==> src/common/dflc_consts.vh <==
// Register map, field positions, reset values and code points of the loop controller.
`ifndef DFLC_CONSTS_VH
`define DFLC_CONSTS_VH

// Register byte offsets on the APB bus.
`define DFLC_OFF_CTRL        8'h00
`define DFLC_OFF_DS1_SEND    8'h04
`define DFLC_OFF_STATUS      8'h08
`define DFLC_OFF_DS1_LOOP    8'h0C
`define DFLC_OFF_INT_STAT    8'h10
`define DFLC_OFF_INT_MASK    8'h14

// Control register fields.
`define DFLC_CTRL_IN_SERVICE 0
`define DFLC_CTRL_CBIT       1
`define DFLC_CTRL_DS3_SEND   2
`define DFLC_CTRL_IGNORE     3
`define DFLC_CTRL_MANUAL     4
`define DFLC_CTRL_W          5
`define DFLC_CTRL_RESET      5'h00

// Status register fields.
`define DFLC_ST_DS3_LOOP     0
`define DFLC_ST_DS3_REMOTE   1
`define DFLC_ST_TX_BUSY      2
`define DFLC_ST_QUALIFIED    3

// Interrupt status and mask fields.
`define DFLC_INT_DS3_ENTER   0
`define DFLC_INT_DS3_LEAVE   1
`define DFLC_INT_DS1_CHANGE  2
`define DFLC_INT_TX_DONE     3
`define DFLC_INT_W           4
`define DFLC_INT_RESET       4'h0

// Six-bit message codes carried in the codeword.
`define DFLC_CODE_DS3_ACT    6'h1E
`define DFLC_CODE_DS3_DEACT  6'h1F
`define DFLC_CODE_DS1_ACT    6'h20
`define DFLC_CODE_DS1_DEACT  6'h00

// Codeword framing: 0 dddddd 0 followed by eight ones.
`define DFLC_FLAG_BYTE       8'hFF
`define DFLC_WORD_BITS       16

// Default counts of the codeword exchange.
`define DFLC_TX_REPEAT       10
`define DFLC_RX_ACCEPT       5

`endif

==> src/hw/dflc_ds3_far_end_loop.v <==
// DS-3 far-end alarm and control loopback controller with APB registers.
`timescale 1ns/1ns
`default_nettype none
`include "dflc_consts.vh"
module dflc_ds3_far_end_loop #(
   parameter RX_ONLY   = 0,
   parameter NUM_DS1   = 28,
   parameter TX_REPEAT = `DFLC_TX_REPEAT,
   parameter RX_ACCEPT = `DFLC_RX_ACCEPT
) (
   input  wire                pclk,
   input  wire                presetn,
   input  wire [7:0]          paddr,
   input  wire                psel,
   input  wire                penable,
   input  wire                pwrite,
   input  wire [31:0]         pwdata,
   output reg  [31:0]         prdata,
   output wire                pready,
   output wire                pslverr,
   input  wire                feac_tx_slot,
   output reg                 feac_tx_bit,
   input  wire                feac_rx_slot,
   input  wire                feac_rx_bit,
   output wire                ds3_line_loop,
   output wire [NUM_DS1-1:0]  ds1_line_loop,
   output reg                 ds3_loop_cmd_sent_alarm,
   output reg  [NUM_DS1-1:0]  ds1_loop_cmd_sent_alarm,
   output reg                 ds3_remote_loop_alarm,
   output reg  [NUM_DS1-1:0]  ds1_remote_loop_alarm,
   output wire                irq
);

   localparam NENT = NUM_DS1 + 1;
   localparam ST_IDLE = 2'b01;
   localparam ST_SEND = 2'b10;

   // Software state.
   reg  [`DFLC_CTRL_W-1:0] ctrl_reg;
   reg  [NUM_DS1-1:0]      ds1_send_reg;
   reg  [`DFLC_INT_W-1:0]  int_stat_reg;
   reg  [`DFLC_INT_W-1:0]  int_mask_reg;
   // Transmit state.
   reg  [1:0]              tx_state_reg;
   reg  [NENT-1:0]         sent_reg;
   reg  [4:0]              tx_sel_reg;
   reg                     tx_val_reg;
   reg  [15:0]             tx_word_reg;
   reg  [3:0]              tx_bit_reg;
   reg  [7:0]              tx_rep_reg;
   // Receive state.
   reg  [15:0]             rx_sr_reg;
   reg  [4:0]              rx_gap_reg;
   reg  [5:0]              rx_code_reg;
   reg  [7:0]              rx_hits_reg;
   reg                     ds3_remote_reg;
   reg  [NUM_DS1-1:0]      ds1_remote_reg;

   wire        wr_en  = psel & penable & pwrite;
   wire        rd_set = psel & ~penable & ~pwrite;
   wire        qual;
   wire [NENT-1:0] req;
   wire [NENT-1:0] mism;
   reg  [4:0]  pick;
   reg         pick_ok;
   integer     i;

   // Zero wait states keep the bus simple; the block never needs to stall.
   assign pready = 1'b1;
   assign pslverr = psel & penable &
                    (paddr != `DFLC_OFF_CTRL) &
                    (paddr != `DFLC_OFF_DS1_SEND) &
                    (paddr != `DFLC_OFF_STATUS) &
                    (paddr != `DFLC_OFF_DS1_LOOP) &
                    (paddr != `DFLC_OFF_INT_STAT) &
                    (paddr != `DFLC_OFF_INT_MASK);

   // Transmission is allowed only on a framed, in-service, transmit-capable port.
   assign qual = ctrl_reg[`DFLC_CTRL_IN_SERVICE] &
                 ctrl_reg[`DFLC_CTRL_CBIT] & (RX_ONLY == 0);
   assign req  = {ds1_send_reg, ctrl_reg[`DFLC_CTRL_DS3_SEND]};
   // An entity needs a message when its wish differs from what was last sent.
   assign mism = (req ^ sent_reg) & {NENT{qual}};

   // Lowest pending entity wins; the DS-3 port is index zero.
   always @* begin
      pick = 5'd0;
      pick_ok = 1'b0;
      for (i = NENT - 1; i >= 0; i = i - 1) begin
         if (mism[i]) begin
            pick = i[4:0];
            pick_ok = 1'b1;
         end
      end
   end

   // Message code for an entity and a requested state.
   function [5:0] code_of;
      input [4:0] ent;
      input       act;
      begin
         if (ent == 5'd0)
            code_of = act ? `DFLC_CODE_DS3_ACT : `DFLC_CODE_DS3_DEACT;
         else if (act)
            code_of = `DFLC_CODE_DS1_ACT + {1'b0, ent - 5'd1};
         else
            code_of = `DFLC_CODE_DS1_DEACT + {1'b0, ent - 5'd1};
      end
   endfunction

   // Register writes and the interrupt status with set-over-clear.
   reg [`DFLC_INT_W-1:0] ev;
   always @(posedge pclk or negedge presetn) begin
      if (!presetn) begin
         ctrl_reg     <= `DFLC_CTRL_RESET;
         ds1_send_reg <= {NUM_DS1{1'b0}};
         int_mask_reg <= `DFLC_INT_RESET;
         int_stat_reg <= `DFLC_INT_RESET;
      end else begin
         if (wr_en && paddr == `DFLC_OFF_CTRL)
            ctrl_reg <= pwdata[`DFLC_CTRL_W-1:0];
         if (wr_en && paddr == `DFLC_OFF_DS1_SEND)
            ds1_send_reg <= pwdata[NUM_DS1-1:0];
         if (wr_en && paddr == `DFLC_OFF_INT_MASK)
            int_mask_reg <= pwdata[`DFLC_INT_W-1:0];
         if (wr_en && paddr == `DFLC_OFF_INT_STAT)
            int_stat_reg <= (int_stat_reg & ~pwdata[`DFLC_INT_W-1:0]) | ev;
         else
            int_stat_reg <= int_stat_reg | ev;
      end
   end

   assign irq = |(int_stat_reg & int_mask_reg);

   // Read data is captured in the setup cycle so it is stable in access.
   always @(posedge pclk or negedge presetn) begin
      if (!presetn) begin
         prdata <= 32'h0000_0000;
      end else if (rd_set) begin
         case (paddr)
            `DFLC_OFF_CTRL:     prdata <= {27'h0, ctrl_reg};
            `DFLC_OFF_DS1_SEND: prdata <= {{(32-NUM_DS1){1'b0}}, ds1_send_reg};
            `DFLC_OFF_STATUS:   prdata <= {28'h0, qual,
                                           tx_state_reg[1], ds3_remote_reg,
                                           ds3_line_loop};
            `DFLC_OFF_DS1_LOOP: prdata <= {{(32-NUM_DS1){1'b0}},
                                           ds1_remote_reg};
            `DFLC_OFF_INT_STAT: prdata <= {28'h0, int_stat_reg};
            `DFLC_OFF_INT_MASK: prdata <= {28'h0, int_mask_reg};
            default:            prdata <= 32'h0000_0000;
         endcase
      end
   end

   // Transmit sequencer: one message is a burst of identical codewords.
   wire tx_last = (tx_bit_reg == 4'd15) &&
                  (tx_rep_reg == TX_REPEAT[7:0] - 8'd1);
   always @(posedge pclk or negedge presetn) begin
      if (!presetn) begin
         tx_state_reg <= ST_IDLE;
         sent_reg     <= {NENT{1'b0}};
         tx_sel_reg   <= 5'd0;
         tx_val_reg   <= 1'b0;
         tx_word_reg  <= 16'hFFFF;
         tx_bit_reg   <= 4'd0;
         tx_rep_reg   <= 8'd0;
         feac_tx_bit  <= 1'b1;
      end else begin
         case (tx_state_reg)
            ST_IDLE: begin
               if (feac_tx_slot)
                  feac_tx_bit <= 1'b1; // Idle channel carries ones.
               if (pick_ok) begin
                  tx_state_reg <= ST_SEND;
                  tx_sel_reg   <= pick;
                  tx_val_reg   <= req[pick];
                  tx_word_reg  <= {1'b0, code_of(pick, req[pick]), 1'b0,
                                   `DFLC_FLAG_BYTE};
                  tx_bit_reg   <= 4'd0;
                  tx_rep_reg   <= 8'd0;
               end
            end
            ST_SEND: begin
               if (!qual) begin
                  // Leaving service stops the burst at once; it restarts later.
                  tx_state_reg <= ST_IDLE;
                  feac_tx_bit  <= 1'b1;
               end else if (feac_tx_slot) begin
                  feac_tx_bit <= tx_word_reg[15];
                  tx_word_reg <= {tx_word_reg[14:0], tx_word_reg[15]};
                  tx_bit_reg  <= tx_bit_reg + 4'd1;
                  if (tx_bit_reg == 4'd15)
                     tx_rep_reg <= tx_rep_reg + 8'd1;
                  if (tx_last) begin
                     sent_reg[tx_sel_reg] <= tx_val_reg;
                     tx_state_reg <= ST_IDLE;
                  end
               end
            end
            default: tx_state_reg <= ST_IDLE;
         endcase
      end
   end

   // Receive framing: a codeword is 0 dddddd 0 then eight ones.
   wire [15:0] rx_sr_n = {rx_sr_reg[14:0], feac_rx_bit};
   wire        rx_match = feac_rx_slot && !rx_sr_n[15] && !rx_sr_n[8] &&
                          (rx_sr_n[7:0] == `DFLC_FLAG_BYTE);
   wire        rx_same = (rx_sr_n[14:9] == rx_code_reg) &&
                         (rx_gap_reg == 5'd15);
   wire [7:0]  rx_hits_n = rx_same ?
                           ((rx_hits_reg == 8'hFF) ? rx_hits_reg
                                                   : rx_hits_reg + 8'd1)
                           : 8'd1;
   // Acts once, on the codeword that completes the run.
   wire        rx_accept = rx_match && (rx_hits_n == RX_ACCEPT[7:0]) &&
                           (rx_hits_reg != RX_ACCEPT[7:0]);
   wire [5:0]  rx_code = rx_sr_n[14:9];
   wire [5:0]  ds1_act_idx = rx_code - `DFLC_CODE_DS1_ACT;
   wire [5:0]  ds1_dea_idx = rx_code - `DFLC_CODE_DS1_DEACT;

   always @(posedge pclk or negedge presetn) begin
      if (!presetn) begin
         rx_sr_reg   <= 16'hFFFF;
         rx_gap_reg  <= 5'd16;
         rx_code_reg <= 6'h00;
         rx_hits_reg <= 8'd0;
      end else if (feac_rx_slot) begin
         rx_sr_reg <= rx_sr_n;
         if (rx_match) begin
            rx_code_reg <= rx_code;
            rx_hits_reg <= rx_hits_n;
            rx_gap_reg  <= 5'd0;
         end else if (rx_gap_reg == 5'd15) begin
            // A missing codeword breaks the consecutive run.
            rx_hits_reg <= 8'd0;
            rx_gap_reg  <= 5'd16;
         end else if (rx_gap_reg != 5'd16) begin
            rx_gap_reg <= rx_gap_reg + 5'd1;
         end
      end
   end

   // Loopback state driven by accepted codes.
   reg             ds3_remote_n;
   reg [NUM_DS1-1:0] ds1_remote_n;
   always @* begin
      ds3_remote_n = ds3_remote_reg;
      ds1_remote_n = ds1_remote_reg;
      if (rx_accept) begin
         if (!ctrl_reg[`DFLC_CTRL_IGNORE]) begin
            if (rx_code == `DFLC_CODE_DS3_ACT)
               ds3_remote_n = 1'b1;
            if (rx_code == `DFLC_CODE_DS3_DEACT)
               ds3_remote_n = 1'b0;
         end
         // Tributaries take no notice of the ignore bit.
         if (RX_ONLY == 0 && rx_code >= `DFLC_CODE_DS1_ACT &&
             ds1_act_idx < NUM_DS1)
            ds1_remote_n[ds1_act_idx[4:0]] = 1'b1;
         if (RX_ONLY == 0 && ds1_dea_idx < NUM_DS1)
            ds1_remote_n[ds1_dea_idx[4:0]] = 1'b0;
      end
   end

   always @* begin
      ev = `DFLC_INT_RESET;
      ev[`DFLC_INT_DS3_ENTER]  = ds3_remote_n & ~ds3_remote_reg;
      ev[`DFLC_INT_DS3_LEAVE]  = ~ds3_remote_n & ds3_remote_reg;
      ev[`DFLC_INT_DS1_CHANGE] = |(ds1_remote_n ^ ds1_remote_reg);
      ev[`DFLC_INT_TX_DONE]    = tx_state_reg[1] & qual & feac_tx_slot &
                                 tx_last;
   end

   // Loop state and alarms are registered so outputs never glitch.
   always @(posedge pclk or negedge presetn) begin
      if (!presetn) begin
         ds3_remote_reg          <= 1'b0;
         ds1_remote_reg          <= {NUM_DS1{1'b0}};
         ds3_loop_cmd_sent_alarm <= 1'b0;
         ds1_loop_cmd_sent_alarm <= {NUM_DS1{1'b0}};
         ds3_remote_loop_alarm   <= 1'b0;
         ds1_remote_loop_alarm   <= {NUM_DS1{1'b0}};
      end else begin
         ds3_remote_reg          <= ds3_remote_n;
         ds1_remote_reg          <= ds1_remote_n;
         ds3_loop_cmd_sent_alarm <= qual & req[0];
         ds1_loop_cmd_sent_alarm <= {NUM_DS1{qual}} & ds1_send_reg;
         ds3_remote_loop_alarm   <= ds3_remote_n;
         ds1_remote_loop_alarm   <= ds1_remote_n;
      end
   end

   // Manual loopback bypasses the ignore bit entirely.
   assign ds3_line_loop = ds3_remote_reg |
                          ctrl_reg[`DFLC_CTRL_MANUAL];
   assign ds1_line_loop = ds1_remote_reg;

endmodule // dflc_ds3_far_end_loop
`default_nettype wire

==> config.mk <==
export PLATFORM = sky130hd
export DESIGN_NAME = dflc_ds3_far_end_loop
export DESIGN_NICKNAME = d
export VERILOG_FILES = /design/src/hw/dflc_ds3_far_end_loop.v
export VERILOG_INCLUDE_DIRS = /design/src /design/src/common
export SDC_FILE = /design/constraint.sdc
export NUM_CORES = 1
export LEC_CHECK = 0
export ABC_AREA = 1
export BUFFER_PORTS_ARGS = -buffer_cell sky130_fd_sc_hd__buf_2
export CAP_MARGIN = 25
export CELL_PAD_IN_SITES_DETAIL_PLACEMENT = 1
export CELL_PAD_IN_SITES_GLOBAL_PLACEMENT = 1
export CORE_MARGIN = 3
export CORE_UTILIZATION = 46
export CTS_BUF_LIST = sky130_fd_sc_hd__clkbuf_16
export CTS_CLUSTER_DIAMETER = 120
export DETAILED_ROUTE_END_ITERATION = 12
export GPL_ROUTABILITY_DRIVEN = 1
export HOLD_SLACK_MARGIN = 0.06
export PLACE_DENSITY = 0.88
export SETUP_SLACK_MARGIN = 0.3
export SLEW_MARGIN = 15
export SYNTH_ARGS = -nofsm -noshare
export SYNTH_HDL_FRONTEND = slang
export SYNTH_SLANG_ARGS = --single-unit
==> constraint.sdc <==
create_clock -name pclk -period 9.3 [get_ports pclk]
set_input_delay 1.395 -clock pclk [delete_from_list [all_inputs] [get_ports pclk]]
set_output_delay 1.395 -clock pclk [all_outputs]
set_load 0.05 [all_outputs]
* After elaboration in Yosys (flattened, before gate mapping)
Index checks and enable logic that the tools add are counted.
Cells by class: add/subtract/negate cells 7, $lt $le $gt $ge 10, eq/ne operators 30, muxes and demuxes 109, bitwise logic cells 34, reduce and logical (&&, ||, !) cells 34
Operators with widths (count):
- $pmux 28 s6 | 1
- $mux 5 | 32
- $mux 28 | 4
- $mux 8 | 8
- $and 28x28->28 | 2
- $mux 16 | 3
- $mux 1 | 41
- $pmux 16 s2 | 1
- $and 29x29->29 | 1
- $bwmux 29 | 1
- $xor 29x29->29 | 1
- $not 28->28 | 1
- $or 28x28->28 | 1
- $reduce_or 28->1 | 1
- $xor 28x28->28 | 1
- $eq 8x4->1 const B | 3
- $lt 5x6->1 const B | 4
- $and 1x1->1 | 17
- $add 8x1->8 const B | 2
- $eq 8x3->1 const B | 2
- $eq 8x5->1 const B | 2
- $eq 8x8->1 const B | 2
- $mux 4 | 4
- $ne 8x3->1 const B | 2
- other kinds (44) | 87
Storage, ports and cells: register bits 231, logic and storage cells 245

* Logic depth before layout (Yosys ltp)
Gate-level depths: netlist of the first run.
word-level depth 37, depth in mapped cells 39, gate-level depth less buffers 39

* Worst setup path after synthesis of the first run
OpenSTA, ideal clock, no wires.
kind input to output, from in paddr[7], to out pslverr, arrival time 2737 ps, data required time 7905 ps, path slack 5168 ps, cell stages on the path 9, path buffers 1, path through nor2_1 inv_1 nor3_1 nand2_1 nor2_1 clkbuf_1 nor3_1 nand3_1 nor2_1
Between the ends: cells in the longest elaborated chain, start to end 7, elaborated cells on any way between the ends 12, classes of those cells 5 x eq/ne; 6 x bitwise; 1 x reduce/logical
Ends and longest elaborated chain:
- from (decl) | line dflc_ds3_far_end_loop.v:13 | input wire [7:0] paddr,
- $reduce_bool 8->1 (no line)
- $and 1x1->1 (5 in series) | line dflc_ds3_far_end_loop.v:70 | assign pslverr = psel & penable &
- $and 1x1->1 * | line dflc_ds3_far_end_loop.v:70
- to (decl) | line dflc_ds3_far_end_loop.v:20 | output wire pslverr,
Mark *: on every way between the ends. The rest lies on a longest branch, timed or not.

* Worst setup path after layout of the first run
from in feac_rx_slot, to reg int_stat_reg[2]
Between the ends: cells in the longest elaborated chain, start to end 10, elaborated cells on any way between the ends 11, classes of those cells 2 x mux; 3 x bitwise; 6 x reduce/logical
Ends and longest elaborated chain:
- from (decl) | line dflc_ds3_far_end_loop.v:23 | input wire feac_rx_slot,
- $logic_and 1x1->1 * (3 in series) | line dflc_ds3_far_end_loop.v:207 | wire rx_match = feac_rx_slot && !rx_sr_n[15] && !rx_sr_n[8] &&
- $logic_and 1x1->1 * (2 in series) | line dflc_ds3_far_end_loop.v:216 | wire rx_accept = rx_match && (rx_hits_n == RX_ACCEPT[7:0]) &&
- $mux 28 * | line dflc_ds3_far_end_loop.v:250 | if (rx_accept) begin
- via ds1_remote_n[15] | line dflc_ds3_far_end_loop.v:246 | reg [NUM_DS1-1:0] ds1_remote_n;
- $xor 28x28->28 * | line dflc_ds3_far_end_loop.v:270 | ev[`DFLC_INT_DS1_CHANGE] = |(ds1_remote_n ^ ds1_remote_reg);
- $reduce_or 28->1 * | line dflc_ds3_far_end_loop.v:270
- $or 4x4->4 (on tied branches) | line dflc_ds3_far_end_loop.v:129, dflc_ds3_far_end_loop.v:127
- $mux 4 * | line dflc_ds3_far_end_loop.v:126 | if (wr_en && paddr == `DFLC_OFF_INT_STAT)
- to (signal assigned) | line dflc_ds3_far_end_loop.v:118 | int_stat_reg <= `DFLC_INT_RESET;
- to (signal assigned) | line dflc_ds3_far_end_loop.v:127 | int_stat_reg <= (int_stat_reg & ~pwdata[`DFLC_INT_W-1:0]) | ev;
- to (signal assigned) | line dflc_ds3_far_end_loop.v:129 | int_stat_reg <= int_stat_reg | ev;
- to (decl) | line dflc_ds3_far_end_loop.v:41 | reg [`DFLC_INT_W-1:0] int_stat_reg;
The timed path passes the listed nets; every way through them passes the cells marked *. A chain may end at the register's enable or synchronous reset.

==> results.toml, run 1 <==
[drt]
route.met3.wl_mm = 2.53
drtAntennaViolNets = 0
vias = 11414
drt_iter0_drc = 856
met2WireLength_mm = 19.6
routedWlPerCell_um = 20.5
remaining_drc_errors = 0
routed_via_density = 5.74
routed_wl_mm = 40.8
highest_layer = "met4"
first_pass_iters = 5
met1_length_mm = 17.2

[placement]
dp_cells = 1940
port-buffer-count = 161
hpwl_mm = 27.7
gp_congestion = 0.891
place_area_um2 = 12800
pre_cts_ws_ns = 3.81

[worst_setup_path]
path_class = "in2reg"
worstRegToRegCells = 18
crit_fanout = 28
slowest_delay_ns = 0.74
crit_path_end_kind = "register"
crit_end = "int_stat_reg[2]$_DFF_PN0_"
timing.rr.end = "int_stat_reg[2]$_DFF_PN0_"
r2r_setup_slack_ns = 4.65
arrival_ns = 5.43
startpoint = "feac_rx_slot"
path_common_cell = "nor2_1"
worstPathRequired_ns = 9.72
rr_startpoint = "rx_sr_reg[13]$_DFFE_PN1P_"
start_kind = "primary input"
critPathSlowestCell = "nor2_1"
crit_chain = "buf_2, nand2_1, nor3_1, nand3_1, nor2_1, nand4_1, nor2_1, nand4_1, nor2_1, a21oi_1, xor2_1, nor4_1, nand4_1, nor2_1, nand2_1"

[synthesis]
synth_ff_type = "dfrtp_1"
ys_warn_count = 0
synthCells = 1522
synthTopCellsByArea = "dfrtp_1, nand2_1, dfstp_2"
yosysTopAreaCell = "dfrtp_1"
synth_top_area_share_pct = 40.5
synthArstFlopShare_pct = 100
ys_ff_latch = 227
synth-seq-area-share_pct = 48.0
synthTopCellsByCount = "nand2_1, dfrtp_1, nor2_1, inv_1, o21ai_0"
ys_types = 50
synth.most_common_cell = "nand2_1"
synth-edff-count = 0
syn_area_per_cell_um2 = 7.84
synth_area_um2 = 11900

[timing]
worstMarginPinSlew_ns = 1.01
fin_crit_sh_pct = 53.9
report.final.slew_viol_count = 0
fin_crit_ns = 5.01
finalHoldViolations = 0
setup_tns_ns = 0
fmax_ghz = 0.200
fin_ws_ns = 4.29
relSlewSlack_pct = 32.8
fin_hold_ws_ns = 0.472
setup_viol = 0
rsz0062_at_grt = "no"
finClkSkew_ns = 0.00960

[clock_network]
clk_latency_ns = 0.54
ctsLongestPathBuffers = 3
cts_tree = "done"
root_buffer = "clkbuf_16"
clkTransAtPathRegs_ns = 0.06
hold_buffers = 0
ctsResizeCount = 0
post_cts_buffers = 0
htree_num_levels = 1
cts_made_buffers = 26
cts.sinks = 227

[grt]
antenna_found_initial = 0
grt_usage_pct = 28.7
grt_pass1_vias = 11696
grt_pass1_wl_mm = 64.9
grt_max_degree = 101
overflow = 0

[cells_and_area]
final_core_util_pct = 54.3
num_antenna_cells = 0
syn2layout_area_growth_pct = 15.1
drive_gt1_share_pct = 16.9
instances_no_fill = 1990
final_cell_area_um2 = 13700
finalNetCount = 1701
fillers = 3136
largest_reg_flops = 29

[die]
fp.dieH_um = 167
core_area_um2 = 25300
initial_core_util_pct = 47.1
row_count = 58
io_pins = 171
die_area_um2 = 27900
fp.dieW_um = 167

[power_and_ir_drop]
power_mw = 2.65
power_density_nw_per_um2 = 193
ir_drop_mv = 0.137
p_leak_nw = 7.01

[run]
cap_violations = 0

[min_path]
hold_path.class = "reg2reg"

[outcome]
status = "completed"
[worst min path at each step]
stage	start	to	slack, ns	cells after the start
global placement	tx_word_reg[11]$_DFFE_PN1P_	tx_word_reg[11]$_DFFE_PN1P_	0.45	2
global route	tx_word_reg[12]$_DFFE_PN1P_	tx_word_reg[12]$_DFFE_PN1P_	0.50	2
CTS	tx_word_reg[11]$_DFFE_PN1P_	tx_word_reg[11]$_DFFE_PN1P_	0.47	2
detailed placement	tx_word_reg[11]$_DFFE_PN1P_	tx_word_reg[11]$_DFFE_PN1P_	0.46	2
floorplan	tx_word_reg[11]$_DFFE_PN1P_	tx_word_reg[11]$_DFFE_PN1P_	0.45	2
finish	tx_word_reg[12]$_DFFE_PN1P_	tx_word_reg[12]$_DFFE_PN1P_	0.47	2
[report_power, final]
part / switching (mW) / internal [mW] / total (mW)
Clock: 0.444 / 0.669 / 1.11
Combinational: 0.265 / 0.110 / 0.375
Sequential: 0.0672 / 1.10 / 1.17
[cell usage in the layout, fill, tap and decap left out, types with 6 or more instances in the layout]
cell type and instances:
dfrtp_1 193, ha_1 12, clkinv_1 6, clkbuf_16 27, nand4_1 8, nor3_2 8
nor3_1 32, o21ai_0 130, o21ai_1 21, buf_4 7, inv_1 165, inv_2 7
buf_2 160, xor2_1 30, o22ai_1 19, a21oi_1 92, o21a_1 27, a41oi_1 8
nor2_1 193, clkinv_4 6, nand3_1 91, dfstp_2 34, nor4_1 13, nand2_1 308
[critical path, delay by kind of cell]
family / cells / cell delay (ns)
and+or+nand+nor: 12 / 3.21
xor gates and xnor gates: 1 / 0.21
AOI/OAI and AO/OA: 1 / 0.24
buffers and inverters: 1 / 0.35
[per-layer routing]
| layer | global-route usage [%] | vias to the layer above |
|---|---|---|
| li1 | - | 5177 |
| met1 | 38.2 | 5721 |
| met2 | 48.3 | 419 |
| met5 | 0 | - |
| met4 | 10.3 | 0 |
| met3 | 3.89 | 97 |
[area by class of cell]
class	count	area, µm²	share of cell area (%)
flip-flops and latches	227	5720	41.6
clock inverters	20	249	1.81
repair buffers	171	926	6.74
inverters	174	654	4.76
well taps	330	413	3.00
clock buffers	27	676	4.92
multi-input cells	1041	5100	37.1
[cell families (layout without fill, tap and decap cells)]
group	Yosys count	after routing	share of synthesized area [%]
and+or+nand+nor	676	676	24.1
AOI/OAI and AO/OA	317	317	14.8
buffers and inverters	257	392	9.50
DFF	227	227	48.0
xor gates and xnor gates	30	30	2.20
adders and majority gates	12	12	1.26
other	2	5	0.0629
muxes	1	1	0.0839
(Power assumes the default switching activity.)
==> run 2, diff against run 1 <==
--- a/config.mk
+++ b/config.mk
@@ -12,13 +12,13 @@
 export CELL_PAD_IN_SITES_DETAIL_PLACEMENT = 1
 export CELL_PAD_IN_SITES_GLOBAL_PLACEMENT = 1
 export CORE_MARGIN = 3
-export CORE_UTILIZATION = 46
+export CORE_UTILIZATION = 43
 export CTS_BUF_LIST = sky130_fd_sc_hd__clkbuf_16
 export CTS_CLUSTER_DIAMETER = 120
 export DETAILED_ROUTE_END_ITERATION = 12
 export GPL_ROUTABILITY_DRIVEN = 1
 export HOLD_SLACK_MARGIN = 0.06
-export PLACE_DENSITY = 0.88
+export PLACE_DENSITY = 0.83
 export SETUP_SLACK_MARGIN = 0.3
 export SLEW_MARGIN = 15
 export SYNTH_ARGS = -nofsm -noshare
==> constraint.sdc (replaced) <==
create_clock -name pclk -period 5.3 [get_ports pclk]
set_input_delay 0.795 -clock pclk [delete_from_list [all_inputs] [get_ports pclk]]
set_output_delay 0.795 -clock pclk [all_outputs]
set_load 0.05 [all_outputs]
==> results.toml, run 2 (same netlist as run 1, synthesis figures left out) <==
[outcome]
status = "completed"

[timing]
fin_crit_ns = 4.29
fmax_ghz = 0.233
relSlewSlack_pct = 32.7
worstMarginPinSlew_ns = 1.01
finalHoldViolations = 0
setup_tns_ns = 0
fin_crit_sh_pct = 81.0
setup_viol = 0
rsz0062_at_grt = "no"
report.final.slew_viol_count = 0
fin_ws_ns = 1.01
finClkSkew_ns = 0.00642

[drt]
route.met3.wl_mm = 2.06
first_pass_iters = 5
met1_length_mm = 17.8
drt_iter0_drc = 887
routed_wl_mm = 39.5
routed_via_density = 5.46
drtAntennaViolNets = 0
routedWlPerCell_um = 19.4
met2WireLength_mm = 18.2
vias = 11127
highest_layer = "met4"
remaining_drc_errors = 0

[clock_network]
clkTransAtPathRegs_ns = 0.06
ctsLongestPathBuffers = 3
hold_buffers = 0
htree_num_levels = 1
ctsResizeCount = 0
clk_latency_ns = 0.53
cts_made_buffers = 27
post_cts_buffers = 0
cts_tree = "done"
cts.sinks = 227
root_buffer = "clkbuf_16"

[grt]
grt_pass1_vias = 11559
grt_pass1_wl_mm = 63.8
grt_usage_pct = 26.1
antenna_found_initial = 0
grt_max_degree = 122
overflow = 0

[cells_and_area]
largest_reg_flops = 29
layout_common_cells = "nand2_1, nor2_1, dfrtp_1"
final_core_util_pct = 50.5
syn2layout_area_growth_pct = 14.6
num_antenna_cells = 0
final_common_cell = "nand2_1"
finalNetCount = 1705
drive_gt1_share_pct = 16.6

[worst_setup_path]
r2r_setup_slack_ns = 1.01
crit_path_end_kind = "register"
path_class = "reg2reg"
worstPathRequired_ns = 5.75
arrival_ns = 4.75
path_common_cell = "nand2_1"
rr_startpoint = "ctrl_reg[1]$_DFFE_PN0P_"
crit_fanout = 39
start_kind = "register"
timing.rr.end = "tx_word_reg[13]$_DFFE_PN1P_"
worstRegToRegCells = 36
slowest_delay_ns = 0.49
critPathSlowestCell = "nand2_2"

[die]
row_count = 60
core_area_um2 = 27100
initial_core_util_pct = 44.0
fp.dieH_um = 173
fp.dieW_um = 173
io_pins = 171
die_area_um2 = 29800

[run]
cap_violations = 0

[placement]
gp_congestion = 0.879
port-buffer-count = 161
pre_cts_ws_ns = 1.14
hpwl_mm = 28.0

[power_and_ir_drop]
ir_drop_mv = 0.214
power_density_nw_per_um2 = 319
p_leak_nw = 6.99
power_mw = 4.36

[min_path]
hold_path.class = "in2async"
[run 2: power breakdown]
group / total (mW) / switching (mW) / internal [mW]
combinational: 0.622 / 0.437 / 0.185
sequential: 2.04 / 0.112 / 1.93
clock: 1.70 / 0.732 / 0.964
[run 2: through the flow]
| stage | instances | hold WS (ns) | cell area (µm²) |
|---|---|---|---|
| finish | 2037 | 0.357 | 13700 |
| global placement | 1987 | 0.454 | 12900 |
| global route | 2037 | 0.443 | 13700 |
| detailed placement | 1987 | 0.461 | 12900 |
| floorplan | 1525 | 0.446 | 11900 |
| CTS | 2036 | 0.403 | 13700 |
[run 2: how the worst max path moves through the flow]
stage                                    from                          end  slack (ns)  depth (start not counted)
finish                ctrl_reg[1]$_DFFE_PN0P_  tx_word_reg[13]$_DFFE_PN1P_        1.01                         36
global route          ctrl_reg[1]$_DFFE_PN0P_  tx_word_reg[12]$_DFFE_PN1P_        0.60                         36
CTS                   ctrl_reg[0]$_DFFE_PN0P_  tx_word_reg[13]$_DFFE_PN1P_        1.11                         36
detailed placement    ctrl_reg[0]$_DFFE_PN0P_  tx_word_reg[13]$_DFFE_PN1P_        1.14                         36
global placement      ctrl_reg[0]$_DFFE_PN0P_  tx_word_reg[13]$_DFFE_PN1P_        1.30                         36
floorplan           rx_gap_reg[0]$_DFFE_PN0P_    int_stat_reg[2]$_DFF_PN0_        2.26                         22
[run 2: critical path: cells and delay by family, from the launching register on]
family,cells,cell delay (ns)
AOI/OAI and AO/OA,1,0.12
DFF,1,0.39
adders and majority gates,1,0.25
and+or+nand+nor,34,3.44
[run 2: metal layers]
layer,global-route usage (%),vias to the layer above
met5,0,-
met4,8.72,0
met3,3.58,81
met2,42.4,333
met1,36.3,5538
li1,-,5175
[run 2: final cells by class]
class | count | area, µm²
fill | 3369 | 13400
sequential | 227 | 5720
multi-input combinational | 1041 | 5100
timing repair buffer | 174 | 943
clock buffer | 27 | 676
inverter | 174 | 654
tap | 372 | 465
clock inverter | 22 | 120
